===== src/logic/sdcb_pkg.sv =====
// Package of constants for the single dword completer bridge
package sdcb_pkg;

    // ******************************************
    // Register map of the local register port
    // ******************************************
    localparam logic [11:0] CMD_OFS       = 12'h004;
    localparam logic [11:0] MSI_CTRL_OFS  = 12'h050;
    localparam logic [11:0] IRQ_STAT_OFS  = 12'h100;
    localparam logic [11:0] IRQ_CLR_OFS   = 12'h104;
    localparam logic [11:0] IRQ_EN_OFS    = 12'h108;
    localparam logic [11:0] BR_STAT_OFS   = 12'h10C;

    // ******************************************
    // Field positions and reset values
    // ******************************************
    localparam int          CMD_INTX_DIS_BIT = 10;
    localparam int          MSI_EN_BIT       = 16;
    localparam logic [15:0] CMD_RST          = 16'h0000;
    localparam logic [31:0] MSI_CTRL_RST     = 32'h0000_0000;
    localparam int          EV_W             = 4;
    localparam int          EV_ABORT         = 0;
    localparam int          EV_DROP          = 1;
    localparam int          EV_MSI           = 2;
    localparam int          EV_INTX          = 3;

    // ******************************************
    // Request kinds and completion status
    // ******************************************
    typedef enum logic [1:0] {
        SDCB_REQ_RD,
        SDCB_REQ_WR,
        SDCB_REQ_OTHER_NP
    } sdcb_req_e;

    localparam logic [2:0] CPL_SC = 3'h0;
    localparam logic [2:0] CPL_CA = 3'h4;
    localparam logic [9:0] DW_ONE = 10'h001;

endpackage : sdcb_pkg


===== src/logic/sdcb_bridge.sv =====
// Single dword completer bridge: request receive, fabric master, completion, interrupts
`timescale 1ns/10ps
// Notes on behaviour
// - Fabric master data path is 32 bits wide.
// - One request at a time; new requests refused until the current finishes.
// - Memory reads and writes of exactly one dword are serviced.
// - Read longer than four bytes gets a Completer Abort completion, no read.
// - Write longer than four bytes is dropped with no completion, only the drop event flagged, no fabric access.
// - Other unsupported non-posted requests get Completer Abort with no data.
// - Accepted header fields go to the master, which issues the fabric access.
// - During a read, ready stays low until the completion is delivered.
// - During a write, the fabric write issues before the next request is taken.
// - Every byte-enable pattern passes through to the slave on writes; on reads only nonzero patterns do.
// - Zero-length read gets Completer Abort; one dword read with zero byte enables (flush) gets a proper completion.
// - Message enable bit 16 at 0x050 selects MSI when set, else INTx.
// - Exactly one interrupt input from the fabric is taken.
// - With MSI off and legacy disable set, no INTx assert messages are sent; a deassert for an asserted line still goes out.

module sdcb_bridge #(
    parameter int DATA_W = 32,
    parameter int ADDR_W = 32
) (
    input  wire logic              clk,
    input  wire logic              rst,
    // Request side from the transaction layer
    input  wire logic              req_valid,
    input  wire sdcb_pkg::sdcb_req_e req_kind,
    input  wire logic [9:0]        req_len_dw,
    input  wire logic [ADDR_W-1:0] req_addr,
    input  wire logic [3:0]        req_first_be,
    input  wire logic [15:0]       req_id,
    input  wire logic [7:0]        req_tag,
    input  wire logic [DATA_W-1:0] req_data,
    output logic                   req_ready,
    // Completion side to the transaction layer
    output logic                   cpl_valid,
    output logic [2:0]             cpl_status,
    output logic                   cpl_has_data,
    output logic [15:0]            cpl_req_id,
    output logic [7:0]             cpl_tag,
    output logic [DATA_W-1:0]      cpl_data,
    input  wire logic              cpl_ready,
    // Fabric master
    output logic [ADDR_W-1:0]      fm_address,
    output logic [3:0]             fm_byteenable,
    output logic                   fm_read,
    output logic                   fm_write,
    output logic [DATA_W-1:0]      fm_writedata,
    input  wire logic [DATA_W-1:0] fm_readdata,
    input  wire logic              fm_readdatavalid,
    input  wire logic              fm_waitrequest,
    // Interrupt source and delivery
    input  wire logic              irq_in,
    output logic                   msi_req,
    input  wire logic              msi_ack,
    output logic                   intx_assert,
    output logic                   intx_deassert,
    output logic                   irq_out,
    // Local register port
    input  wire logic [11:0]       reg_addr,
    input  wire logic [31:0]       reg_wdata,
    input  wire logic              reg_wr,
    input  wire logic              reg_rd,
    output logic [31:0]            reg_rdata
);

    // ******************************************
    // State
    // ******************************************
    typedef enum logic [2:0] {
        SDCB_IDLE,
        SDCB_FAB_WR,
        SDCB_FAB_RD,
        SDCB_RD_WAIT,
        SDCB_CPL
    } sdcb_st_e;

    typedef struct packed {
        // Request and completion
        sdcb_st_e             st;
        logic                 req_ready;
        logic                 cpl_valid;
        logic [2:0]           cpl_status;
        logic                 cpl_has_data;
        logic [15:0]          cpl_req_id;
        logic [7:0]           cpl_tag;
        logic [DATA_W-1:0]    cpl_data;

        // Fabric master
        logic [ADDR_W-1:0]    fm_address;
        logic [3:0]           fm_byteenable;
        logic                 fm_read;
        logic                 fm_write;
        logic [DATA_W-1:0]    fm_writedata;

        // Configuration and event registers
        logic [15:0]          cmd;
        logic [31:0]          msi_ctrl;
        logic [sdcb_pkg::EV_W-1:0] ev_stat;
        logic [sdcb_pkg::EV_W-1:0] ev_en;

        // Interrupt delivery and register read
        logic                 irq_out;
        logic                 irq_prev;
        logic                 intx_level;
        logic                 msi_req;
        logic                 intx_assert;
        logic                 intx_deassert;
        logic [31:0]          reg_rdata;
    } sdcb_state_s;

    sdcb_state_s s_q;
    sdcb_state_s s_d;

    // ******************************************
    // Decode helpers
    // ******************************************
    // Single dword length check, shared by the write and read request decodes
    function automatic logic one_dw(input logic [9:0] n);
        return n == sdcb_pkg::DW_ONE;
    endfunction : one_dw

    // Read request check, used by both read paths
    function automatic logic is_rd(input sdcb_pkg::sdcb_req_e k);
        return k == sdcb_pkg::SDCB_REQ_RD;
    endfunction : is_rd

    // Register read mux, shared by the read path
    function automatic logic [31:0] rd_mux(input logic [11:0] a, input sdcb_state_s s);
        logic [31:0] v;
        v = 32'h0000_0000;
        if (a == sdcb_pkg::CMD_OFS)
            v = {16'h0000, s.cmd};
        else if (a == sdcb_pkg::MSI_CTRL_OFS)
            v = s.msi_ctrl;
        else if (a == sdcb_pkg::IRQ_STAT_OFS)
            v = {{(32-sdcb_pkg::EV_W){1'b0}}, s.ev_stat};
        else if (a == sdcb_pkg::IRQ_EN_OFS)
            v = {{(32-sdcb_pkg::EV_W){1'b0}}, s.ev_en};
        else if (a == sdcb_pkg::BR_STAT_OFS)
            v = {29'h0000_0000, s.st};
        return v;
    endfunction : rd_mux

    // ******************************************
    // Next state
    // ******************************************
    always_comb
    begin
        logic [sdcb_pkg::EV_W-1:0] ev_set;
        logic [sdcb_pkg::EV_W-1:0] ev_clr;
        logic                      msi_on;
        logic                      intx_off;
        logic                      take;

        ev_set   = '0;
        ev_clr   = '0;
        s_d      = s_q;
        msi_on   = s_q.msi_ctrl[sdcb_pkg::MSI_EN_BIT];
        intx_off = s_q.cmd[sdcb_pkg::CMD_INTX_DIS_BIT];
        take     = req_valid && s_q.req_ready;

        s_d.intx_assert   = 1'b0;
        s_d.intx_deassert = 1'b0;

        // ******************************************
        // Request state machine
        // ******************************************
        // Request handling, one at a time
        case (s_q.st)
            SDCB_IDLE:
            begin
                s_d.req_ready = 1'b1;
                if (take)
                begin
                    s_d.req_ready     = 1'b0;
                    s_d.cpl_req_id    = req_id;
                    s_d.cpl_tag       = req_tag;
                    s_d.fm_address    = req_addr;
                    s_d.fm_byteenable = req_first_be;
                    s_d.fm_writedata  = req_data;
                    if (req_kind == sdcb_pkg::SDCB_REQ_WR)
                    begin
                        if (one_dw(req_len_dw))
                        begin
                            s_d.fm_write = 1'b1;
                            s_d.st       = SDCB_FAB_WR;
                        end
                        else
                        begin
                            ev_set[sdcb_pkg::EV_DROP] = 1'b1;
                            // Ready returns next cycle from the idle default
                        end
                    end
                    else if (is_rd(req_kind) && one_dw(req_len_dw)
                             && req_first_be != 4'h0)
                    begin
                        s_d.fm_read = 1'b1;
                        s_d.st      = SDCB_FAB_RD;
                    end
                    else if (is_rd(req_kind) && one_dw(req_len_dw))
                    begin
                        // Flush: no fabric access needed, data meaningless
                        s_d.cpl_valid    = 1'b1;
                        s_d.cpl_status   = sdcb_pkg::CPL_SC;
                        s_d.cpl_has_data = 1'b1;
                        s_d.cpl_data     = '0;
                        s_d.st           = SDCB_CPL;
                    end
                    else
                    begin
                        s_d.cpl_valid    = 1'b1;
                        s_d.cpl_status   = sdcb_pkg::CPL_CA;
                        s_d.cpl_has_data = 1'b0;
                        ev_set[sdcb_pkg::EV_ABORT] = 1'b1;
                        s_d.st           = SDCB_CPL;
                    end
                end
            end

            // Posted write: nothing goes back to the host
            SDCB_FAB_WR:
            begin
                if (!fm_waitrequest)
                begin
                    s_d.fm_write  = 1'b0;
                    s_d.req_ready = 1'b1;
                    s_d.st        = SDCB_IDLE;
                end
            end

            SDCB_FAB_RD:
            begin
                if (!fm_waitrequest)
                begin
                    s_d.fm_read = 1'b0;
                    s_d.st      = SDCB_RD_WAIT;
                end
            end

            // No timeout: a slave that never answers holds the bridge here
            SDCB_RD_WAIT:
            begin
                if (fm_readdatavalid)
                begin
                    s_d.cpl_valid    = 1'b1;
                    s_d.cpl_status   = sdcb_pkg::CPL_SC;
                    s_d.cpl_has_data = 1'b1;
                    s_d.cpl_data     = fm_readdata;
                    s_d.st           = SDCB_CPL;
                end
            end

            // Ready stays low while the completion waits, so no request overtakes it
            SDCB_CPL:
            begin
                if (cpl_ready)
                begin
                    s_d.cpl_valid = 1'b0;
                    s_d.req_ready = 1'b1;
                    s_d.st        = SDCB_IDLE;
                end
            end

            default:
            begin
                s_d.st = SDCB_IDLE;
            end
        endcase

        // ******************************************
        // Interrupt delivery
        // ******************************************
        // Single interrupt source, edges tracked for MSI messages, level for legacy messages
        s_d.irq_prev = irq_in;
        if (msi_on)
        begin
            if (irq_in && !s_q.irq_prev && !s_q.msi_req)
            begin
                s_d.msi_req = 1'b1;
                ev_set[sdcb_pkg::EV_MSI] = 1'b1;
            end
        end
        else if (!intx_off || s_q.intx_level)
        begin
            // A disable while asserted still lets the deassert out, avoiding a stuck line
            if (irq_in && !s_q.intx_level && !intx_off)
            begin
                s_d.intx_assert = 1'b1;
                s_d.intx_level  = 1'b1;
                ev_set[sdcb_pkg::EV_INTX] = 1'b1;
            end
            else if (s_q.intx_level && (!irq_in || intx_off))
            begin
                s_d.intx_deassert = 1'b1;
                s_d.intx_level    = 1'b0;
            end
        end
        if (s_q.msi_req && msi_ack)
            s_d.msi_req = 1'b0;

        // ******************************************
        // Register port
        // ******************************************
        // Register port; MSI settings take effect one cycle after the write
        if (reg_wr)
        begin
            if (reg_addr == sdcb_pkg::CMD_OFS)
                s_d.cmd = reg_wdata[15:0];
            else if (reg_addr == sdcb_pkg::MSI_CTRL_OFS)
                s_d.msi_ctrl = reg_wdata;
            else if (reg_addr == sdcb_pkg::IRQ_CLR_OFS)
                ev_clr = reg_wdata[sdcb_pkg::EV_W-1:0];
            else if (reg_addr == sdcb_pkg::IRQ_EN_OFS)
                s_d.ev_en = reg_wdata[sdcb_pkg::EV_W-1:0];
        end
        s_d.reg_rdata = reg_rd ? rd_mux(reg_addr, s_q) : 32'h0000_0000;

        // ******************************************
        // Event status and interrupt output
        // ******************************************
        // Set wins over clear
        s_d.ev_stat = (s_q.ev_stat & ~ev_clr) | ev_set;
        s_d.irq_out = |(s_d.ev_stat & s_d.ev_en);
    end

    // ******************************************
    // Register stage
    // ******************************************
    always_ff @(posedge clk)
    begin
        if (rst)
        begin
            s_q          <= '0;
            s_q.st       <= SDCB_IDLE;
            // Legacy delivery, not disabled, until software programs it
            s_q.cmd      <= sdcb_pkg::CMD_RST;
            s_q.msi_ctrl <= sdcb_pkg::MSI_CTRL_RST;
        end
        else
        begin
            s_q <= s_d;
        end
    end

    // ******************************************
    // Outputs straight from flip-flops
    // ******************************************
    assign req_ready     = s_q.req_ready;
    assign cpl_valid     = s_q.cpl_valid;
    assign cpl_status    = s_q.cpl_status;
    assign cpl_has_data  = s_q.cpl_has_data;
    assign cpl_req_id    = s_q.cpl_req_id;
    assign cpl_tag       = s_q.cpl_tag;
    assign cpl_data      = s_q.cpl_data;
    assign fm_address    = s_q.fm_address;
    assign fm_byteenable = s_q.fm_byteenable;
    assign fm_read       = s_q.fm_read;
    assign fm_write      = s_q.fm_write;
    assign fm_writedata  = s_q.fm_writedata;

    // ******************************************
    // Interrupt and register port outputs
    // ******************************************
    assign msi_req       = s_q.msi_req;
    assign intx_assert   = s_q.intx_assert;
    assign intx_deassert = s_q.intx_deassert;
    assign irq_out       = s_q.irq_out;
    assign reg_rdata     = s_q.reg_rdata;

endmodule : sdcb_bridge


===== config.mk =====
export PLATFORM = sky130hd
export DESIGN_NAME = sdcb_bridge
export DESIGN_NICKNAME = d
export VERILOG_FILES = /design/src/logic/sdcb_pkg.sv /design/src/logic/sdcb_bridge.sv
export SDC_FILE = /design/constraint.sdc
export NUM_CORES = 1
export LEC_CHECK = 0
export BUFFER_PORTS_ARGS = -buffer_cell sky130_fd_sc_hd__buf_2
export CORE_ASPECT_RATIO = 0.5
export CORE_MARGIN = 10
export CORE_UTILIZATION = 25
export DETAILED_ROUTE_END_ITERATION = 7
export PLACE_DENSITY = 0.59
export SETUP_SLACK_MARGIN = 0.3
export SKIP_LAST_GASP = 1
export SYNTH_ARGS = -nofsm -noshare
export SYNTH_HDL_FRONTEND = slang
export SYNTH_SLANG_ARGS = --single-unit

===== constraint.sdc =====
create_clock -name clk -period 4.9 [get_ports clk]
set_input_delay 0.245 -clock clk [delete_from_list [all_inputs] [get_ports clk]]
set_output_delay 0.245 -clock clk [all_outputs]
set_load 0.1 [all_outputs]

# After elaboration in Yosys (flattened, before gate mapping)
# Index checks and enable logic that the tools add are counted.
totals:
  reg_bits: 229
  inputBits: 190
  output_inout_bits: 168
  word_cells: 157
classes:
  eq_ne: 24
  mux: 57
  bitwise_logic: 8
  n_reduce_logical: 43
ops:
  columns: ["operator", "n"]
  rows:
  - ["$mux 32", 5]
  - ["$mux 135", 1]
  - ["$pmux 32 s2", 1]
  - ["$mux 4", 13]
  - ["$eq 12x9->1 const B", 4]
  - ["$ne 2x2->1 const B", 11]
  - ["$mux 5", 4]
  - ["$mux 1", 18]
  - ["$mux 3", 6]
  - ["$reduce_and 6->1", 3]
  - ["$mux 16", 1]
  - ["$pmux 3 s5", 1]
  - ["$reduce_and 5->1", 3]
  - ["$eq 12x3->1 const B", 1]
  - ["$eq 12x7->1 const B", 1]
  - ["$eq 10x1->1 const B", 1]
  - ["$logic_and 1x1->1", 9]
  - ["$reduce_and 3->1", 3]
  - ["$and 4x4->4", 2]
  - ["$pmux 4 s2", 1]
  - ["$reduce_bool 2->1", 4]
  - ["$reduce_or 4->1", 2]
  - ["$eq 3x2->1 const B", 2]
  - ["$pmux 1 s3", 2]
  - ["other kinds (18)", 33]

# Depth between registers and ports, before layout
# Gate-level depths: netlist (run 1).
depth:
  depth_word: 10
  mapped_depth: 9
  mapped_depth_nobuf: 5

# Worst setup path before layout (run 1)
# OpenSTA, ideal clock, no wires.
synth_path:
  kind: "register to register"
  startpoint: "register s_q, in the netlist req_ready"
  endpoint: "register s_q, in the netlist cpl_data[0]"
  setup_ns: 0.059
  arrival_time_ns: 2.351
  setup_slack_ns: 2.490
  path_stages_with_launch: 7
  period_less_slack_ns: 2.410
  path_cell_list: "dfxtp_1 > nand2_1 > o21ai_0 > o21a_1 > nor4b_4 > buf_6 > a22o_1"
synth_between:
  elab_chain_cells: 3
synth_rtl:
  columns: ["element", "line_no", "rtl"]
  rows:
  - ["start, declared", "sdcb_bridge.sv:112", "sdcb_state_s s_q;"]
  - ["$logic_and 1x1->1", "sdcb_bridge.sv:161", "take = req_valid && s_q.req_ready;"]
  - ["$ne 2x2->1 (no source line)", null, null]
  - ["$reduce_and 6->1 (no source line)", null, null]
# Every way passes these cells.
# A chain may end at the register's enable or synchronous reset.

# Worst setup path in the final report (run 1)
layout_path:
  startpoint: "register s_q, in the netlist req_ready"
  endpoint: "register s_q, in the netlist cpl_data[4]"
# Same word-level chain as after synthesis.

==> results of run 1 <==
[path summary, 6_finish.rpt]
path / slack (ns) / to / cells past startpoint / start
setup reg to reg: 2.12 / cpl_data[4] / 6 / req_ready
hold reg to reg: 0.45 / s_q[73] / 2 / s_q[73]
setup / recovery: 2.12 / cpl_data[4] / 6 / req_ready
hold / removal: 0.03 / s_q[46] / 3 / reg_wdata[0]
[power by group]
group	internal (mW)	switching [mW]
Combinational	0.210	0.516
Sequential	1.89	0.0271
Clock	1.06	0.783
Total	3.17	1.33
[state kept, by name (all words and copies together) (netlist names)]
| name | flops |
|---|---|
| fm_read | 1 |
| cpl_req_id | 16 |
| fm_write | 1 |
| fm_writedata | 32 |
| intx_deassert | 1 |
| fm_address | 32 |
| msi_req | 1 |
| cpl_tag | 8 |
| cpl_data | 32 |
| intx_assert | 1 |
| irq_out | 1 |
| cpl_has_data | 1 |
| s_q | 61 |
| req_ready | 1 |
| cpl_status | 1 |
| reg_rdata | 32 |
| cpl_valid | 1 |
| fm_byteenable | 4 |
[repair_timing]
item                                    in CTS  in global routing
hold buffers                               157                  0
endpoints found under the setup margin       0                  0
endpoints found under the hold margin      169                  0
[final cells by class]
type                            count  area, µm²  area share (%)
Multi-Input combinational cell    603       3210            25.5
Clock inverter                     13        143            1.13
Tap cell                          484        606            4.81
Clock buffer                       31        657            5.22
Antenna cell                        8       20.0           0.159
Sequential cell                   227       4540            36.1
Timing Repair Buffer              517       3390            26.9
Inverter                            6       22.5           0.179
[critical path, delay by kind of cell, from the launching register on]
family                 cells  cell delay [ns]
AOI/OAI and AO/OA          3             0.81
and+or+nand+nor            2             1.11
buffers and inverters      1             0.36
DFF                        1             0.43
[per-layer routing]
metal | GRT usage, % | vias up
met3 | 2.13 | 93
li1 | - | 4011
met4 | 6.82 | 0
met1 | 14.2 | 3886
met2 | 24.1 | 202
met5 | 0 | -
[logic make-up (layout without fill, tap and decap cells)]
family	Yosys count	in the layout	share of synthesized area (%)
and+or+nand+nor	359	359	17.2
other	1	10	0.0407
AOI/OAI and AO/OA	218	218	14.5
DFF	227	227	49.3
muxes	24	24	2.65
buffers and inverters	227	567	16.3
[synth_stat cells (all sizes together) (3+ instances only)]
| cell | count |
|---|---|
| a31oi | 3 |
| mux2 | 3 |
| nor4 | 3 |
| clkbuf | 37 |
| nor3b | 3 |
| nand3 | 6 |
| o211ai | 3 |
| o21ai | 10 |
| nor2b | 3 |
| a22o | 47 |
| a211oi | 3 |
| nand2 | 258 |
| nor3 | 5 |
| and3 | 4 |
| inv | 6 |
| and2 | 18 |
| mux2i | 21 |
| nand2b | 3 |
| a21oi | 136 |
| buf | 184 |
| or3 | 3 |
| nor2 | 38 |
| a22oi | 4 |
| nand4 | 4 |
| dfxtp | 227 |
[per-stage QoR]
step | cells | cell area (µm²) | utilization (%)
4_1_cts | 1881 | 12600 | 34.7
3_5_place_dp | 1680 | 10200 | 28.2
2_1_floorplan | 1057 | 9220 | -
3_3_place_gp | 1680 | 10200 | 28.2
6_report | 1889 | 12600 | 34.8
5_1_grt | 1888 | 12600 | 34.8
==> results.py, run 1 <==
metrics = {
    "die": {
        "die_w_um": 292,
        "ios": 358,
        "dieArea_mm2": 0.0454,
        "rows": 49,
        "core_mm2": 0.0362,
        "floorplan.initialDensity_pct": 25.5,
        "die_y_um": 156,
    },
    "timing": {
        "max_freq_mhz": 359,
        "relSlewSlack_pct": 20.3,
        "layout_min_cycle_time_ns": 2.78,
        "drv_slew": 0,
        "fin_skew_ns": 0.00804,
        "finalSetupViolations": 0,
        "fin_crit_sh_pct": 56.8,
        "tightest_slew_ns": 1.19,
        "whs_ns": 0.0345,
        "hold_viol": 0,
        "setup_slack_ns": 2.12,
        "rsz0062_at_grt": "false",
        "fin_setup_tns_ns": 0,
    },
    "synthesis": {
        "async_reset_ff_share_pct": 0,
        "synth.distinct_cells": 53,
        "syn_inst": 1056,
        "synth_top_area_share_pct": 49.3,
        "ys.flop_type": "dfxtp_1",
        "netlist_area_mm2": 0.00922,
        "synth_top_area_cell": "dfxtp_1",
        "synth_edf_count": 0,
        "ys_top_cells_by_area": "dfxtp_1 (49%), buf_4 (13%), nand2_1 (11%)",
        "ys_seq_elements": 227,
        "avgSynthCellArea_um2": 8.73,
        "ys_seq_area_share_pct": 49.3,
        "ys_warn_count": 0,
    },
    "final_layout": {
        "most-common-layout-cells": "buf_2 (354), nand2_1 (258), dfxtp_1 (227)",
        "layout_commonest_cell": "buf_2",
        "drive_above_1_share_pct": 29.8,
        "syn_to_final_growth_pct": 36.5,
        "nets": 1569,
        "n_fill_cell": 3743,
    },
    "run": {
        "drv_cap": 0,
    },
    "cts": {
        "path_clk_slew_ns": 0.07,
        "clk_path_buf_depth": 3,
        "cts_sinks": 227,
        "worstSkewPairLatency_ns": 0.52,
        "cts_buffers": 24,
        "cts_tree": "done",
        "postCtsSetupRepairBufs": 0,
        "cts_resized": 0,
        "cts-root-buf": "clkbuf_16",
        "htree_levels": 1,
    },
    "worst_setup_path": {
        "path_class": "reg -> reg",
        "crit_fanout": 18,
        "path_cells": "nand2_1 > o21ai_0 > o21a_1 > nor4b_4 > buf_4 > a22o_1",
        "cp-start-kind": "flop",
        "crit_slowest_cell": "nor4b_4",
        "endpoint_kind": "flop",
        "cp.required_ns": 5.36,
        "slowest_delay_ns": 0.93,
        "arrival_ns": 3.25,
    },
    "placed_design": {
        "port_buffers": 355,
        "dp_hpwl_um": 22100,
        "pre_cts_slack_ns": 2.12,
        "place.gp.congestion": 0.871,
    },
    "drt": {
        "drt-met1-wl_um": 12100,
        "route.met2.wl_um": 17100,
        "dr.pass1.iters": 5,
        "met3_length_um": 1160,
        "wire_per_inst_um": 16.9,
        "ant_nets": 0,
        "route.detailed.drc": 0,
        "routed.top_layer": "met4",
        "drtIter0Drc": 573,
        "vias": 8192,
        "drt-total-wl_um": 31900,
        "vias_per_cell": 4.34,
    },
    "global_route": {
        "grt_pass1_wl_um": 47200,
        "grt_use_total_pct": 13.0,
        "antenna_found_initial": 8,
        "grt_max_degree": 101,
        "grt_overflow": 0,
        "grt_pass1_vias": 8117,
    },
    "power_and_ir_drop": {
        "peakVddDrop_v": 0.000179,
        "power_mw": 4.49,
        "cellLeakagePower_nw": 5.58,
        "powerDensity_mw_per_mm2": 357,
    },
    "outcome": {
        "status": "finished, final reports clean",
    },
    "min_path": {
        "hp-class": "in -> reg",
    },
}
(Power assumes the default switching activity.)
==> run 2, diff against run 1 <==
==> constraint.sdc (replaced) <==
create_clock -name clk -period 2.8 [get_ports clk]
set_input_delay 0.14 -clock clk [delete_from_list [all_inputs] [get_ports clk]]
set_output_delay 0.14 -clock clk [all_outputs]
set_load 0.1 [all_outputs]
==> run 2 against run 1 <==
Net effect: global-route usage grew 0.15 points; final cell count increased by 0.37%; die area unchanged; largest cell class unchanged.
==> results.py, run 2 (synthesis gave the netlist of run 1 again) <==
metrics = {
    "timing": {
        "rsz0062_at_grt": "false",
        "max_freq_mhz": 441,
        "finalSetupViolations": 0,
        "hold_viol": 0,
        "fin_skew_ns": 0.0124,
        "fin_setup_tns_ns": 0,
        "whs_ns": 0.0281,
        "fin_crit_sh_pct": 81.0,
        "drv_slew": 0,
        "layout_min_cycle_time_ns": 2.27,
        "tightest_slew_ns": 0.556,
        "relSlewSlack_pct": 62.8,
    },
    "final_layout": {
        "postLayoutCellArea_mm2": 0.0128,
        "largest_register_ffs": 61,
        "final_util_pct": 35.3,
        "layout_commonest_cell": "buf_2",
        "top_register": "s_q",
        "drive_above_1_share_pct": 30.2,
        "multi_input_area_mm2": 0.00325,
        "register_area_mm2": 0.00454,
        "most-common-layout-cells": "buf_2 (354), nand2_1 (258), dfxtp_1 (227)",
        "nets": 1582,
        "n_fill_cell": 3714,
        "syn_to_final_growth_pct": 38.3,
    },
    "drt": {
        "vias": 8108,
        "ant_nets": 0,
        "drtIter0Drc": 509,
        "dr.pass1.iters": 5,
        "wire_per_inst_um": 16.9,
        "route.detailed.drc": 0,
        "drt-total-wl_um": 32000,
        "vias_per_cell": 4.28,
    },
    "global_route": {
        "antenna_found_initial": 2,
        "grt_pass1_vias": 8158,
        "grt_max_degree": 99,
        "grt_pass1_wl_um": 47900,
        "grt_overflow": 0,
        "grt_use_total_pct": 13.1,
    },
    "power_and_ir_drop": {
        "powerDensity_mw_per_mm2": 618,
        "peakVddDrop_v": 0.000345,
        "power_mw": 7.88,
        "cellLeakagePower_nw": 5.67,
    },
    "worst_setup_path": {
        "cp-start-kind": "flop",
        "path_class": "reg -> reg",
        "crit_slowest_cell": "dfxtp_1",
        "cp.required_ns": 3.27,
        "arrival_ns": 2.73,
        "path_cells": "nand2_1 > o21ai_0 > o21a_1 > nor4b_4 > buf_4 > a22o_1",
        "slowest_delay_ns": 0.44,
        "endpoint_kind": "flop",
        "crit_fanout": 32,
    },
    "placed_design": {
        "place.gp.congestion": 0.823,
        "port_buffers": 355,
        "dp_hpwl_um": 22000,
        "place_area_mm2": 0.0103,
    },
    "die": {
        "rows": 49,
        "die_y_um": 156,
        "die_w_um": 292,
        "dieArea_mm2": 0.0454,
        "ios": 358,
        "core_mm2": 0.0362,
        "floorplan.initialDensity_pct": 25.5,
    },
    "cts": {
        "worstSkewPairLatency_ns": 0.54,
        "clk_path_buf_depth": 3,
        "cts-root-buf": "clkbuf_16",
        "cts_buffers": 24,
        "path_clk_slew_ns": 0.06,
        "htree_levels": 1,
        "cts_tree": "done",
        "cts_sinks": 227,
    },
    "run": {
        "drv_cap": 0,
    },
    "outcome": {
        "status": "finished, final reports clean",
    },
    "min_path": {
        "hp-class": "in -> reg",
    },
}
run 2: what timing repair did:
action	in CTS	in global routing
pin swaps	1	2
buffers inserted	0	4
hold buffers	159	0
hold endpoints to repair	182	0
setup endpoints to repair	2	32
gates resized for setup	3	0
cloned	1	0
run 2: through the flow:
step / setup slack [ns] / cells
finish: 0.531 / 1896
global route: 0.311 / 1895
CTS: 0.351 / 1889
detailed placement: 0.305 / 1686
global placement: 0.326 / 1686
floorplan: 0.390 / 1057
run 2: power by group:
| part | internal [mW] | switching, mW |
|---|---|---|
| logic | 0.386 | 0.917 |
| registers | 3.31 | 0.0418 |
| clock network | 1.88 | 1.35 |
| total | 5.57 | 2.30 |
run 2: final timing paths:
check	startpoint	endpoint	slack, ns	depth (start not counted)
worst max-delay path	req_ready	cpl_data[19]	0.53	6
worst max register to register	req_ready	cpl_data[19]	0.53	6
worst min-delay path	fm_readdatavalid	s_q[226]	0.03	4
worst min register to register	s_q[75]	reg_rdata[29]	0.45	1
run 2: final cells by class:
cell class	instances	share of cell area, %
clock inverters	9	0.893
flip-flops and latches	227	35.6
inverters	6	0.177
multi-input cells	604	25.5
diodes	3	0.0589
repair buffers	529	27.7
clock buffers	34	5.32
well taps	484	4.75
run 2: metal layers:
metal	global-route usage (%)	vias to the layer above	wire length, µm
li1	-	4027	-
met1	13.9	3857	11800
met2	25.9	167	17900
met3	2.27	57	1170
met4	4.91	0	1100
met5	0	-	0
run 2: critical path: cells and delay by family (launching register included):
| kind | cells | cell delay, ns |
|---|---|---|
| buffers and inverters | 1 | 0.38 |
| and+or+nand+nor | 2 | 0.45 |
| DFF | 1 | 0.44 |
| AOI/OAI and AO/OA | 3 | 0.92 |
